**src/ivm_defs.vh**
```
// constants for the interrupt vector mapping block
// assumes a single system clock and an active-low asynchronous reset
// Functional notes
// - every vector belongs to exactly one peripheral instance; sources may share vectors
// - a flag is set on its condition even while its enable is clear
// - a source requests only while its enable and its flag are both set
// - no request other than the nmi reaches the core unless the global enable is set
// - a request stays pending until software clears the flag
// - vector 1 at word 0x02 is the non-maskable interrupt; vector 0 is reset
// - vector 2 at word 0x04 is the voltage level monitor
// - vector 3 at word 0x06 is the clock failure detector
// - vector 5 at word 0x0A is the rtc overflow or compare
// - vector 6 at word 0x0C is the rtc periodic interrupt
// - vector 7 at word 0x0E is the custom logic interrupt
// - vector 9 at 0x12 is timer A overflow, or low underflow in split mode
// - vector 10 at 0x14 is unused normally, high underflow in split mode
// - vectors 11 to 13 serve timer A compare 0 to 2, low compares when split
// - vectors 14 and 15 serve timer B instances 0 and 1
// - vectors 16 and 17 serve timer D overflow and trigger
// - vectors 18 and 19 serve two-wire client and host
// - vector 20 at 0x28 serves the serial peripheral interface
// - vectors 21 to 23 serve serial0 receive, data empty, transmit done
// - vectors 26 and 27 serve converter result ready and window compare
`ifndef IVM_DEFS_VH
`define IVM_DEFS_VH
`define IVM_NUM_VEC 30
`define IVM_VEC_W 5
`define IVM_ADDR_W 6
`define IVM_VEC_RESET 5'h00
`define IVM_VEC_NMI 5'h01
`define IVM_VEC_VLM 5'h02
`define IVM_VEC_CFD 5'h03
`define IVM_VEC_MVIO 5'h04
`define IVM_VEC_RTC_OVERFLOW_COMPARE_IRQ 5'h05
`define IVM_VEC_RTC_PERIODIC_IRQ 5'h06
`define IVM_VEC_CUSTOM 5'h07
`define IVM_VEC_PORT_A 5'h08
`define IVM_VEC_TA_OVF 5'h09
`define IVM_VEC_TA_HUNF 5'h0A
`define IVM_VEC_TA_CMP0 5'h0B
`define IVM_VEC_TA_CMP1 5'h0C
`define IVM_VEC_TA_CMP2 5'h0D
`define IVM_VEC_TB0 5'h0E
`define IVM_VEC_TB1 5'h0F
`define IVM_VEC_TD_OVF 5'h10
`define IVM_VEC_TD_TRIG 5'h11
`define IVM_VEC_TW_CLIENT 5'h12
`define IVM_VEC_TW_HOST 5'h13
`define IVM_VEC_SPI 5'h14
`define IVM_VEC_S0_RXC 5'h15
`define IVM_VEC_S0_DRE 5'h16
`define IVM_VEC_S0_TXC 5'h17
`define IVM_VEC_PORT_D 5'h18
`define IVM_VEC_COMP 5'h19
`define IVM_VEC_ADC_RDY 5'h1A
`define IVM_VEC_ADC_WIN 5'h1B
`define IVM_VEC_ZCD 5'h1C
`define IVM_VEC_PORT_C 5'h1D
`endif

```
**src/ivm_source_cell.v**
```verilog
// one interrupt source: sticky flag, enable gate
// assumes set and clear pulses come from logic on the same clock
`default_nettype none
module ivm_source_cell (
  // clock and reset
  input wire clk_in,
  input wire rst_b_in,
  // source side
  input wire cond_in,
  input wire clear_in,
  input wire enable_in,
  // status
  output wire flag_out,
  output wire req_out
);
  reg flag_q;
  // set wins over clear so no event is lost
  always @(posedge clk_in or negedge rst_b_in) begin
    if (!rst_b_in) begin
      flag_q <= 1'b0;
    end else if (cond_in) begin
      flag_q <= 1'b1;
    end else if (clear_in) begin
      flag_q <= 1'b0;
    end
  end
  assign flag_out = flag_q;
  assign req_out = flag_q & enable_in;
endmodule // ivm_source_cell
`default_nettype wire

```
**src/ivm_vector_encoder.v**
```verilog
// picks the lowest pending vector number and its word address
// assumes requests already gated by enables
`default_nettype none
`include "ivm_defs.vh"
module ivm_vector_encoder (
  // pending vectors
  input wire [`IVM_NUM_VEC-1:0] pend_in,
  // result
  output reg any_out,
  output reg [`IVM_VEC_W-1:0] vec_out,
  output reg [`IVM_ADDR_W-1:0] addr_out
);
  integer i;
  // each vector takes two program words
  function [`IVM_ADDR_W-1:0] word_addr;
    input [`IVM_VEC_W-1:0] v;
    begin
      word_addr = {v, 1'b0};
    end
  endfunction
  always @* begin
    any_out = 1'b0;
    vec_out = 5'h00;
    for (i = `IVM_NUM_VEC - 1; i > 0; i = i - 1) begin
      if (pend_in[i]) begin
        any_out = 1'b1;
        vec_out = i[`IVM_VEC_W-1:0];
      end
    end
    addr_out = word_addr(vec_out);
  end
endmodule // ivm_vector_encoder
`default_nettype wire

```
**src/ivm_top.v**
```verilog
// interrupt vector mapping: peripheral flags to one vectored core request
// assumes event and clear pulses arrive from same-clock peripheral logic
`default_nettype none
`include "ivm_defs.vh"
module ivm_top (
  // clock and reset
  input wire MCLK_IN,
  input wire RST_B_IN,
  // global control
  input wire GLOBAL_EN_IN,
  input wire TIMER_A_SPLIT_IN,
  input wire NMI_IN,
  // per-source events, indexed by vector slot
  input wire [`IVM_NUM_VEC-1:0] EVENT_IN,
  // per-source flag clears from software
  input wire [`IVM_NUM_VEC-1:0] CLEAR_IN,
  // per-source enable bits from control registers
  input wire [`IVM_NUM_VEC-1:0] ENABLE_IN,
  // flags back to peripherals
  output reg [`IVM_NUM_VEC-1:0] FLAGS_OUT,
  // core request
  output reg IRQ_OUT,
  output reg NMI_REQ_OUT,
  output reg [`IVM_VEC_W-1:0] VECTOR_OUT,
  output reg [`IVM_ADDR_W-1:0] VEC_ADDR_OUT
);

  // ************************************
  // source slots
  // ************************************
  wire [`IVM_NUM_VEC-1:0] flag;
  wire [`IVM_NUM_VEC-1:0] req;
  reg [`IVM_NUM_VEC-1:0] slot_used;
  reg [`IVM_NUM_VEC-1:0] cond;
  reg [`IVM_NUM_VEC-1:0] pend;
  integer k;

  // ************************************
  // slot decode
  // ************************************
  // one entry per vector; reset and nmi own no flag slot
  function slot_exists;
    input [`IVM_VEC_W-1:0] v;
    input split;
    begin
      case (v)
        `IVM_VEC_RESET: begin
          slot_exists = 1'b0;
        end
        `IVM_VEC_NMI: begin
          slot_exists = 1'b0;
        end
        `IVM_VEC_VLM: begin
          slot_exists = 1'b1;
        end
        `IVM_VEC_CFD: begin
          slot_exists = 1'b1;
        end
        `IVM_VEC_MVIO: begin
          slot_exists = 1'b1;
        end
        `IVM_VEC_RTC_OVERFLOW_COMPARE_IRQ: begin
          slot_exists = 1'b1;
        end
        `IVM_VEC_RTC_PERIODIC_IRQ: begin
          slot_exists = 1'b1;
        end
        `IVM_VEC_CUSTOM: begin
          slot_exists = 1'b1;
        end
        `IVM_VEC_PORT_A: begin
          slot_exists = 1'b1;
        end
        `IVM_VEC_TA_OVF: begin
          slot_exists = 1'b1;
        end
        `IVM_VEC_TA_HUNF: begin
          slot_exists = split;
        end
        `IVM_VEC_TA_CMP0: begin
          slot_exists = 1'b1;
        end
        `IVM_VEC_TA_CMP1: begin
          slot_exists = 1'b1;
        end
        `IVM_VEC_TA_CMP2: begin
          slot_exists = 1'b1;
        end
        `IVM_VEC_TB0: begin
          slot_exists = 1'b1;
        end
        `IVM_VEC_TB1: begin
          slot_exists = 1'b1;
        end
        `IVM_VEC_TD_OVF: begin
          slot_exists = 1'b1;
        end
        `IVM_VEC_TD_TRIG: begin
          slot_exists = 1'b1;
        end
        `IVM_VEC_TW_CLIENT: begin
          slot_exists = 1'b1;
        end
        `IVM_VEC_TW_HOST: begin
          slot_exists = 1'b1;
        end
        `IVM_VEC_SPI: begin
          slot_exists = 1'b1;
        end
        `IVM_VEC_S0_RXC: begin
          slot_exists = 1'b1;
        end
        `IVM_VEC_S0_DRE: begin
          slot_exists = 1'b1;
        end
        `IVM_VEC_S0_TXC: begin
          slot_exists = 1'b1;
        end
        `IVM_VEC_PORT_D: begin
          slot_exists = 1'b1;
        end
        `IVM_VEC_COMP: begin
          slot_exists = 1'b1;
        end
        `IVM_VEC_ADC_RDY: begin
          slot_exists = 1'b1;
        end
        `IVM_VEC_ADC_WIN: begin
          slot_exists = 1'b1;
        end
        `IVM_VEC_ZCD: begin
          slot_exists = 1'b1;
        end
        `IVM_VEC_PORT_C: begin
          slot_exists = 1'b1;
        end
        default: begin
          slot_exists = 1'b0;
        end
      endcase
    end
  endfunction

  // which slots exist; slot 10 only while timer A is split
  always @* begin
    for (k = 0; k < `IVM_NUM_VEC; k = k + 1) begin
      slot_used[k] = slot_exists(k[`IVM_VEC_W-1:0], TIMER_A_SPLIT_IN);
    end
  end

  always @* begin
    for (k = 0; k < `IVM_NUM_VEC; k = k + 1) begin
      cond[k] = EVENT_IN[k] & slot_used[k];
    end
  end

  genvar g;
  generate
    for (g = 0; g < `IVM_NUM_VEC; g = g + 1) begin : g_src
      ivm_source_cell u_cell (
        .clk_in(MCLK_IN),
        .rst_b_in(RST_B_IN),
        .cond_in(cond[g]),
        .clear_in(CLEAR_IN[g]),
        .enable_in(ENABLE_IN[g]),
        .flag_out(flag[g]),
        .req_out(req[g])
      );
    end
  endgenerate

  // ************************************
  // global gate and encoding
  // ************************************
  always @* begin
    pend = req & slot_used & {`IVM_NUM_VEC{GLOBAL_EN_IN}};
  end

  wire any_pend;
  wire [`IVM_VEC_W-1:0] enc_vec;
  wire [`IVM_ADDR_W-1:0] enc_addr;
  ivm_vector_encoder u_enc (
    .pend_in(pend),
    .any_out(any_pend),
    .vec_out(enc_vec),
    .addr_out(enc_addr)
  );

  // ************************************
  // registered outputs
  // ************************************
  always @(posedge MCLK_IN or negedge RST_B_IN) begin
    if (!RST_B_IN) begin
      FLAGS_OUT <= {`IVM_NUM_VEC{1'b0}};
      IRQ_OUT <= 1'b0;
      NMI_REQ_OUT <= 1'b0;
      VECTOR_OUT <= `IVM_VEC_RESET;
      VEC_ADDR_OUT <= 6'h00;
    end else begin
      FLAGS_OUT <= flag;
      NMI_REQ_OUT <= NMI_IN;
      if (NMI_IN) begin
        IRQ_OUT <= 1'b1;
        VECTOR_OUT <= `IVM_VEC_NMI;
        VEC_ADDR_OUT <= {`IVM_VEC_NMI, 1'b0};
      end else begin
        IRQ_OUT <= any_pend;
        VECTOR_OUT <= enc_vec;
        VEC_ADDR_OUT <= enc_addr;
      end
    end
  end

endmodule // ivm_top
`default_nettype wire

```
**config.mk**
```make
export PLATFORM = sky130hd
export DESIGN_NAME = ivm_top
export DESIGN_NICKNAME = d
export VERILOG_FILES = /design/src/ivm_source_cell.v /design/src/ivm_vector_encoder.v /design/src/ivm_top.v
export VERILOG_INCLUDE_DIRS = /design/src /design/src/src
export SDC_FILE = /design/constraint.sdc
export NUM_CORES = 1
export LEC_CHECK = 0
export BUFFER_PORTS_ARGS = -buffer_cell sky130_fd_sc_hd__buf_2
export CAP_MARGIN = 5
export CORE_UTILIZATION = 49
export CTS_BUF_LIST = sky130_fd_sc_hd__clkbuf_8
export DETAILED_ROUTE_END_ITERATION = 8
export MAX_ROUTING_LAYER = met4
export PLACE_DENSITY = 0.84
export SLEW_MARGIN = 20
export SYNTH_ARGS = -nofsm -noshare
export SYNTH_HDL_FRONTEND = slang
export SYNTH_HIERARCHICAL = 1
export SYNTH_SLANG_ARGS = --single-unit
```
**constraint.sdc**
```tcl
create_clock -name MCLK_IN -period 3 [get_ports MCLK_IN]
set_input_delay 0.3 -clock MCLK_IN [delete_from_list [all_inputs] [get_ports MCLK_IN]]
set_output_delay 0.3 -clock MCLK_IN [all_outputs]
set_load 0.1 [all_outputs]
```
==> impl_metrics.tcl, run 1 <==
set metrics [dict create \
    status "finished, final reports clean" \
    core_area_um2 5990 \
    crit_arrival_ps 2560 \
    clockBufferDepth 2 \
    vias 2310 \
    hold_violations 0 \
    synthCells 276 \
    clock_skew_ps 10.6 \
    pin_count 138 \
    setup-tns-final_ps 0 \
    cts_hold_buffers 0 \
    ys_warn_count 6 \
    vdd.ir_drop.worst_mv 0.330 \
    nets 512 \
    ctsRootBufferMaster "clkbuf_8" \
    grt.overflow.total 0 \
    critPathMaxFanout 3 \
    postCtsSetupRepairBufs 0 \
    grt_pass1_vias 2338 \
    total_power_mw 2.43 \
    drc 0 \
    finalCoreUtilization_pct 66.7 \
    gp_congestion 0.892 \
    core.rowCount 28 \
    p_leak_nw 2.11 \
    antennaDiodeCount 0 \
    netlist_area_um2 3070 \
    cts.reportedPaths.clkPinSlew_ps 80 \
    fp.dieW_um 81.2 \
    antenna_found_initial 0 \
    initial_core_util_pct 51.3 \
    avgSynthCellArea_um2 11.1 \
    die_h_um 81.2 \
    fmax_mhz 435 \
    wirelength_um 6030 \
    clk_latency_ps 330 \
    hpwlAfterDp_um 4730 \
    critPathKind "reg2reg" \
    timing.final.crit_share_pct 76.7 \
    wl_per_cell_um 12.1 \
    dr.pass1.iters 4 \
    drt.antenna.violating_nets 0 \
    end_kind "flip-flop" \
    areaGrowthSynthToFinish_pct 30.0 \
    slew_headroom_pct 40.7 \
    start_kind "flip-flop" \
    maxCapViolCount 0 \
    grt_max_degree 74 \
    viasPerCell 4.65 \
    powerDensity_nw_per_um2 609 \
    setup_violations 0 \
    cts_sinks 73 \
    crit_required_ps 3260 \
    cts_resized 0 \
    rsz0062_at_grt "no" \
    worst_pin_slew_ps 889 \
    port_buffers 133 \
    die-area_um2 6590 \
    grt_pass1_wl_um 9780 \
    cts_tree "built" \
    grt_use_total_pct 20.6 \
    drt_iter0_drc 85 \
    numCtsBuffers 9 \
    slew_viol_final 0 \
    fin_crit_ps 2300 \
    fillers 511 \
    drive_gt1_share_pct 42.2 \
    cts_max_level 3 \
    min_path_type "in2async" \
]
critical path: stages, from the launching register on:
cell	delay [ps]
dfrtp_1	390
and2_1	150
and2_2	200
or4_4	550
or4_4	440
nor4_2	310
nor2b_1	170
final cells by class:
class | instances | area [um2] | share of cell area, %
Clock inverter | 7 | 86.3 | 2.16
Tap cell | 75 | 93.8 | 2.35
Clock buffer | 9 | 124 | 3.10
Sequential cell | 73 | 1830 | 45.7
Multi-Input combinational cell | 165 | 1060 | 26.6
Timing Repair Buffer | 133 | 668 | 16.7
Inverter | 35 | 131 | 3.29
routing by layer:
| layer | global-route usage, % | share of wire (%) |
|---|---|---|
| met4 | 8.93 | 1.3 |
| met5 | - | 0 |
| met3 | 5.39 | 5.6 |
| met1 | 22.9 | 41 |
| met2 | 34.9 | 52 |
metrics by stage:
step | setup WS [ps] | std cells | hold slack, ps | cell area, um2
final | 699 | 497 | 73.6 | 3990
after global routing | 595 | 497 | 118 | 3990
after CTS | 685 | 497 | 116 | 3990
after detailed placement | 699 | 481 | 367 | 3780
after global placement | 753 | 481 | 359 | 3780
after floorplan | 762 | 282 | 4.41 | 3090
final timing paths:
kind                                                      start  depth (start not counted)                              endpoint  slack (ps)
setup / recovery           g_src[7].u_cell/flag_out$_DFFE_PN0P_                          6             VEC_ADDR_OUT[5]$_DFF_PN0_         700
hold / removal                                         RST_B_IN                          1  g_src[1].u_cell/flag_out$_DFFE_PN0P_          70
setup reg to reg           g_src[7].u_cell/flag_out$_DFFE_PN0P_                          6             VEC_ADDR_OUT[5]$_DFF_PN0_         700
hold reg to reg            g_src[0].u_cell/flag_out$_DFFE_PN0P_                          0                FLAGS_OUT[0]$_DFF_PN0_         380
max in group asynchronous                              RST_B_IN                          1               FLAGS_OUT[20]$_DFF_PN0_        2320
min in group MCLK_IN                                EVENT_IN[3]                          2  g_src[3].u_cell/flag_out$_DFFE_PN0P_         130
state kept, by name, indices dropped and copies added (netlist names):
signal                 count
VECTOR_OUT                 5
NMI_REQ_OUT                1
IRQ_OUT                    1
g_src.u_cell/flag_out     30
FLAGS_OUT                 30
VEC_ADDR_OUT               6
placed cells by master (no fill, tap or decap), types with 4 or more instances in the layout:
master / instances
nor2b_1: 11
clkbuf_8: 9
buf_2: 132
a21o_1: 30
a21oi_1: 7
conb_1: 8
and2_1: 31
nor4_1: 4
dfrtp_1: 73
nor2_1: 14
and2_2: 25
inv_1: 36
report_power, final:
group / total (mW) / leakage, nW / switching [mW] / internal (mW)
clock network: 0.803 / 0.110 / 0.342 / 0.461
logic: 0.553 / 1.19 / 0.406 / 0.147
registers: 1.08 / 0.810 / 0.0276 / 1.05
total: 2.43 / 2.11 / 0.776 / 1.66
Note: power is estimated with default switching activity, not from simulation.
==> inputs of run 2 (changes only) <==
CORE_UTILIZATION = 44   (was 49)
PLACE_DENSITY = 0.79   (was 0.84)
clock period = 2 ns   (was 3 ns; I/O delays follow)
==> run 2 against run 1 <==
Compared with the run above: clock power is 92% higher; the run now ends with design-rule violations, negative hold slack, negative setup slack left; wire length is 7.0% higher; critical endpoint is now IRQ_OUT$_DFF_PN0_; largest power group unchanged; via count is 5.9% higher.
==> impl_metrics.tcl, run 2 (synthesized netlist as in run 1, its figures left out) <==
set metrics [dict create \
    wirelength_um 6450 \
    clock_skew_ps 13.5 \
    start_kind "flip-flop" \
    initial_core_util_pct 45.5 \
    fp.dieW_um 85.6 \
    pin_count 138 \
    slowest_delay_ps 530 \
    core.rowCount 30 \
    cts.reportedPaths.clkPinSlew_ps 80 \
    min_path_type "in2async" \
    final_cell_mix "buf_2, dfrtp_1, inv_1" \
    design_area_um2 4350 \
    slew_viol_final 0 \
    grt_pass1_vias 2464 \
    clk_latency_ps 340 \
    crit_path_cell_trace "and2_4 > and2_4 > or4_4 > or4_4 > nand3b_1 > or2_1" \
    crit_required_ps 2220 \
    wl_per_cell_um 12.2 \
    seqCellArea_um2 1830 \
    dp.cells 505 \
    hpwlAfterDp_um 4740 \
    fillers 559 \
    grt.overflow.total 0 \
    violations "design-rule violations, negative hold slack, negative setup slack" \
    timing.final.crit_share_pct 108 \
    end_kind "flip-flop" \
    core_area_um2 6760 \
    top_usage_layer "met2" \
    pwr-share-clk_pct 37.8 \
    grt_pass1_wl_um 10500 \
    ctsRootBufferMaster "clkbuf_8" \
    worst_slack_ps -160 \
    grt_max_degree 74 \
    drt.antenna.violating_nets 0 \
    status "finished, violations left" \
    setup_violations 5 \
    crit_family "simple AND/OR/NAND/NOR gates" \
    vias 2446 \
    grtUsageMet3_pct 3.66 \
    dr.pass1.iters 6 \
    cts_tree "built" \
    drt_iter0_drc 99 \
    fin_crit_ps 2160 \
    cts_sinks 73 \
    cts_max_level 3 \
    numCtsBuffers 9 \
    hold_violations 10 \
    drc 1 \
    areaGrowthSynthToFinish_pct 41.5 \
    placed_cell_area_um2 3930 \
    seqPwrFrac_pct 39.5 \
    clockBufferDepth 2 \
    worst_pin_slew_ps 890 \
    vdd.ir_drop.worst_mv 0.639 \
    multiInputGateArea_um2 1150 \
    slew_headroom_pct 40.7 \
    netSwitchingFraction_pct 29.5 \
    cp_slowest_cell "or4_4" \
    use_met2_pct 31.8 \
    port_buffers 133 \
    die-area_um2 7320 \
    drive_gt1_share_pct 48.9 \
    critPathKind "reg2reg" \
    use_met1_pct 22.6 \
    grt_use_total_pct 19.2 \
    rsz0062_at_grt "yes" \
    whs_ps -12.2 \
    critPathMaxFanout 3 \
    fin_cells 528 \
    path_buf_inv 0 \
    maxCapViolCount 0 \
    p_leak_nw 2.29 \
    final_common_cell "buf_2" \
    fmax_mhz 463 \
    gp_congestion 0.746 \
    p_switching_mw 1.20 \
    die_h_um 85.6 \
    antenna_found_initial 0 \
    p_comb_share_pct 22.7 \
    crit_arrival_ps 2380 \
    viasPerCell 4.63 \
    internal-power_mw 2.87 \
    powerDensity_nw_per_um2 937 \
    nets 538 \
    antennaDiodeCount 0 \
]
[run 2: power groups by stage]
stage / Sequential [mW] / Combinational [mW] / Clock (mW)
after global routing: 1.62 / 0.983 / 1.64
after detailed placement: 1.64 / 0.875 / 0
after floorplan: 2.05 / 0.215 / 0
final: 1.61 / 0.924 / 1.54
after CTS: 1.61 / 0.894 / 1.57
after global placement: 1.63 / 0.865 / 0
[run 2: final timing paths]
check                                                      from                                   end  slack [ps]  depth (start not counted)
setup / recovery           g_src[2].u_cell/flag_out$_DFFE_PN0P_                     IRQ_OUT$_DFF_PN0_        -160                          6
setup reg to reg           g_src[2].u_cell/flag_out$_DFFE_PN0P_                     IRQ_OUT$_DFF_PN0_        -160                          6
hold reg to reg            g_src[5].u_cell/flag_out$_DFFE_PN0P_                FLAGS_OUT[5]$_DFF_PN0_         380                          0
min in group MCLK_IN                                EVENT_IN[2]  g_src[2].u_cell/flag_out$_DFFE_PN0P_          30                          2
hold / removal                                         RST_B_IN                FLAGS_OUT[7]$_DFF_PN0_         -10                          1
max in group asynchronous                              RST_B_IN               FLAGS_OUT[17]$_DFF_PN0_        1440                          1
[run 2: area by class of cell]
class                      count  share of cell area (%)
timing repair buffer         159                    19.9
sequential                    73                    42.0
clock inverter                 5                    2.88
multi-input combinational    165                    26.4
inverter                      35                    3.02
tap                           80                    2.30
clock buffer                  11                    3.48
[run 2: per-layer routing]
| layer | wire length [um] | part of all wire, % |
|---|---|---|
| met5 | 0 | 0 |
| met4 | 132 | 2.0 |
| met3 | 251 | 3.9 |
| met2 | 3220 | 50 |
| met1 | 2850 | 44 |
[run 2: repair_timing]
action / in CTS / in global routing
resized for setup: 7 / 12
cloned: 0 / 0
setup buffers: 4 / 3
hold buffers: 0 / 0
pin swaps: 4 / 3
setup endpoints to repair: 9 / 11
[run 2: stage by stage]
stage	worst slack [ps]	util (%)	power (mW)	setup TNS, ps	hold slack [ps]
6_report	-160	64.3	4.07	-574	-12.2
5_1_grt	-218	64.3	4.24	-910	24.7
4_1_cts	-139	63.1	4.08	-321	17.1
3_5_place_dp	-276	58.2	2.52	-1190	371
3_3_place_gp	-206	58.2	2.50	-747	359
2_1_floorplan	18.4	-	2.27	0	-95.6
==> inputs of run 3 (changes only) <==
CORE_ASPECT_RATIO = 1.1   (was unset)
==> run 3 against run 2 <==
Compared with the run above: the run ends with negative hold slack, negative setup slack left; sequential cell count is the same; sequential share of layout area grew 0.38 points; setup slack lost 2.8 ps; clock-buffer cell count shrank 1; combinational power shrank 0.6%; highest routed layer unchanged.
==> impl_metrics.tcl, run 3 (synthesized netlist as in run 1, its figures left out) <==
set metrics [dict create \
    status "finished, violations left" \
    violations "negative hold slack, negative setup slack" \
    worst_pin_slew_ps 900 \
    rsz0062_at_grt "yes" \
    fp.dieW_um 81.7 \
    antenna_found_initial 0 \
    pre_cts_slack_ps -208 \
    crit_arrival_ps 2380 \
    wirelength_um 6550 \
    powerDensity_nw_per_um2 916 \
    hold_violations 20 \
    fin_crit_ps 2160 \
    fillers 585 \
    drt_iter0_drc 74 \
    p_leak_nw 2.27 \
    dr.pass1.iters 4 \
    viasPerCell 4.57 \
    timing.final.crit_share_pct 108 \
    clock_skew_ps 17.5 \
    vias 2417 \
    reg2reg_from "g_src[2].u_cell/flag_out$_DFFE_PN0P_" \
    grt_pass1_wl_um 10200 \
    r2r_cells 6 \
    crit_end "IRQ_OUT$_DFF_PN0_" \
    setup_violations 9 \
    die_h_um 89.6 \
    numCtsBuffers 9 \
    cts_hold_buffers 0 \
    cts_max_level 3 \
    start_kind "flip-flop" \
    clockBufferDepth 2 \
    ctsRootBufferMaster "clkbuf_8" \
    whs_ps -17.5 \
    gp_congestion 0.821 \
    port_buffers 133 \
    grt_max_degree 74 \
    areaGrowthSynthToFinish_pct 40.2 \
    grt_pass1_vias 2426 \
    core_area_um2 6670 \
    fmax_mhz 462 \
    internal-power_mw 2.71 \
    critPathKind "reg2reg" \
    drt.antenna.violating_nets 0 \
    critical_path.startpoint "g_src[2].u_cell/flag_out$_DFFE_PN0P_" \
    pwr-share-clk_pct 35.9 \
    grt.overflow.total 0 \
    regToRegSetupSlack_ps -160 \
    seqPwrFrac_pct 40.8 \
    p_switching_mw 1.23 \
    initial_core_util_pct 46.0 \
    cts.reportedPaths.clkPinSlew_ps 90 \
    worst_slack_ps -163 \
    pin_count 138 \
    antennaDiodeCount 0 \
    clk_latency_ps 350 \
    critPathMaxFanout 3 \
    r2r-end "IRQ_OUT$_DFF_PN0_" \
    nets 537 \
    cts_sinks 73 \
    drc 0 \
    vdd.ir_drop.worst_mv 0.670 \
    min_path_type "in2async" \
    end_kind "flip-flop" \
    drive_gt1_share_pct 47.9 \
    cts_tree "built" \
    setup-tns-final_ps -920 \
    slew_headroom_pct 40.0 \
    die-area_um2 7320 \
    maxCapViolCount 0 \
    wl_per_cell_um 12.4 \
    final_cell_mix "buf_2, dfrtp_1, inv_1" \
    core.rowCount 31 \
    hpwlAfterDp_um 4920 \
    p_comb_share_pct 23.3 \
    final_common_cell "buf_2" \
    netSwitchingFraction_pct 31.2 \
    grt_use_total_pct 19.7 \
    slew_viol_final 0 \
    crit_required_ps 2220 \
]
run 3: changes by cell type in the layout (fill, tap and decap cells not counted), sizes merged:
| cell | before | now |
|---|---|---|
| bufinv | 4 | 3 |
| buf | 159 | 158 |
| clkinv | 1 | 2 |
| clkbuf | 11 | 10 |
| clkinvlp | 0 | 1 |
run 3: final cells by class:
class	instances	area [um2]	share of cell area, %
clock inverter	6	115	2.67
timing repair buffer	158	860	20.0
multi-input combinational	165	1130	26.3
inverter	35	131	3.05
clock buffer	10	138	3.19
tap	82	103	2.38
sequential	73	1830	42.4
run 3: timing repair:
action,4_1_cts,5_1_grt
endpoints found under the hold margin,0,0
buffers inserted,2,3
resized for setup,3,14
pin swaps,3,4
endpoints found under the setup margin,7,11
run 3: critical path, stage by stage (launching register included):
cell and delay [ps]:
dfrtp_1 400, and2_4 160, and2_4 130, or4_4 530, or4_4 450, nand3b_1 170
or2_1 210
run 3: how the worst min path moves through the flow:
stage	slack [ps]	cells after the start	to	from
final	-20	1	g_src[1].u_cell/flag_out$_DFFE_PN0P_	RST_B_IN
after global routing	20	2	g_src[8].u_cell/flag_out$_DFFE_PN0P_	EVENT_IN[8]
after CTS	10	1	g_src[1].u_cell/flag_out$_DFFE_PN0P_	RST_B_IN
after detailed placement	360	0	FLAGS_OUT[0]$_DFF_PN0_	g_src[0].u_cell/flag_out$_DFFE_PN0P_
after global placement	360	0	FLAGS_OUT[1]$_DFF_PN0_	g_src[1].u_cell/flag_out$_DFFE_PN0P_
after floorplan	-100	0	FLAGS_OUT[0]$_DFF_PN0_	RST_B_IN
run 3: power by group through the flow:
stage	Clock [mW]	Sequential, mW	Combinational (mW)
2_1_floorplan	0	2.05	0.215
3_3_place_gp	0	1.63	0.864
3_5_place_dp	0	1.64	0.876
4_1_cts	1.45	1.61	0.886
5_1_grt	1.50	1.62	0.979
6_report	1.42	1.61	0.918
run 3: per-layer routing:
layer,part of all wire [%],GRT usage (%),vias up
met5,0,-,-
met4,3.5,12.4,0
met3,5.1,4.75,21
met2,52,33.5,86
met1,39,20.3,1106
li1,-,-,1204
run 3: stage by stage:
stage / area [um2] / hold WS (ps) / instances / power (mW) / util (%)
2_1_floorplan: 3090 / -95.6 / 282 / 2.27 / -
3_3_place_gp: 3940 / 358 / 508 / 2.50 / 59.1
3_5_place_dp: 3940 / 361 / 508 / 2.52 / 59.1
4_1_cts: 4220 / 11.0 / 526 / 3.94 / 63.2
5_1_grt: 4310 / 16.1 / 529 / 4.10 / 64.6
6_report: 4310 / -17.5 / 529 / 3.95 / 64.6
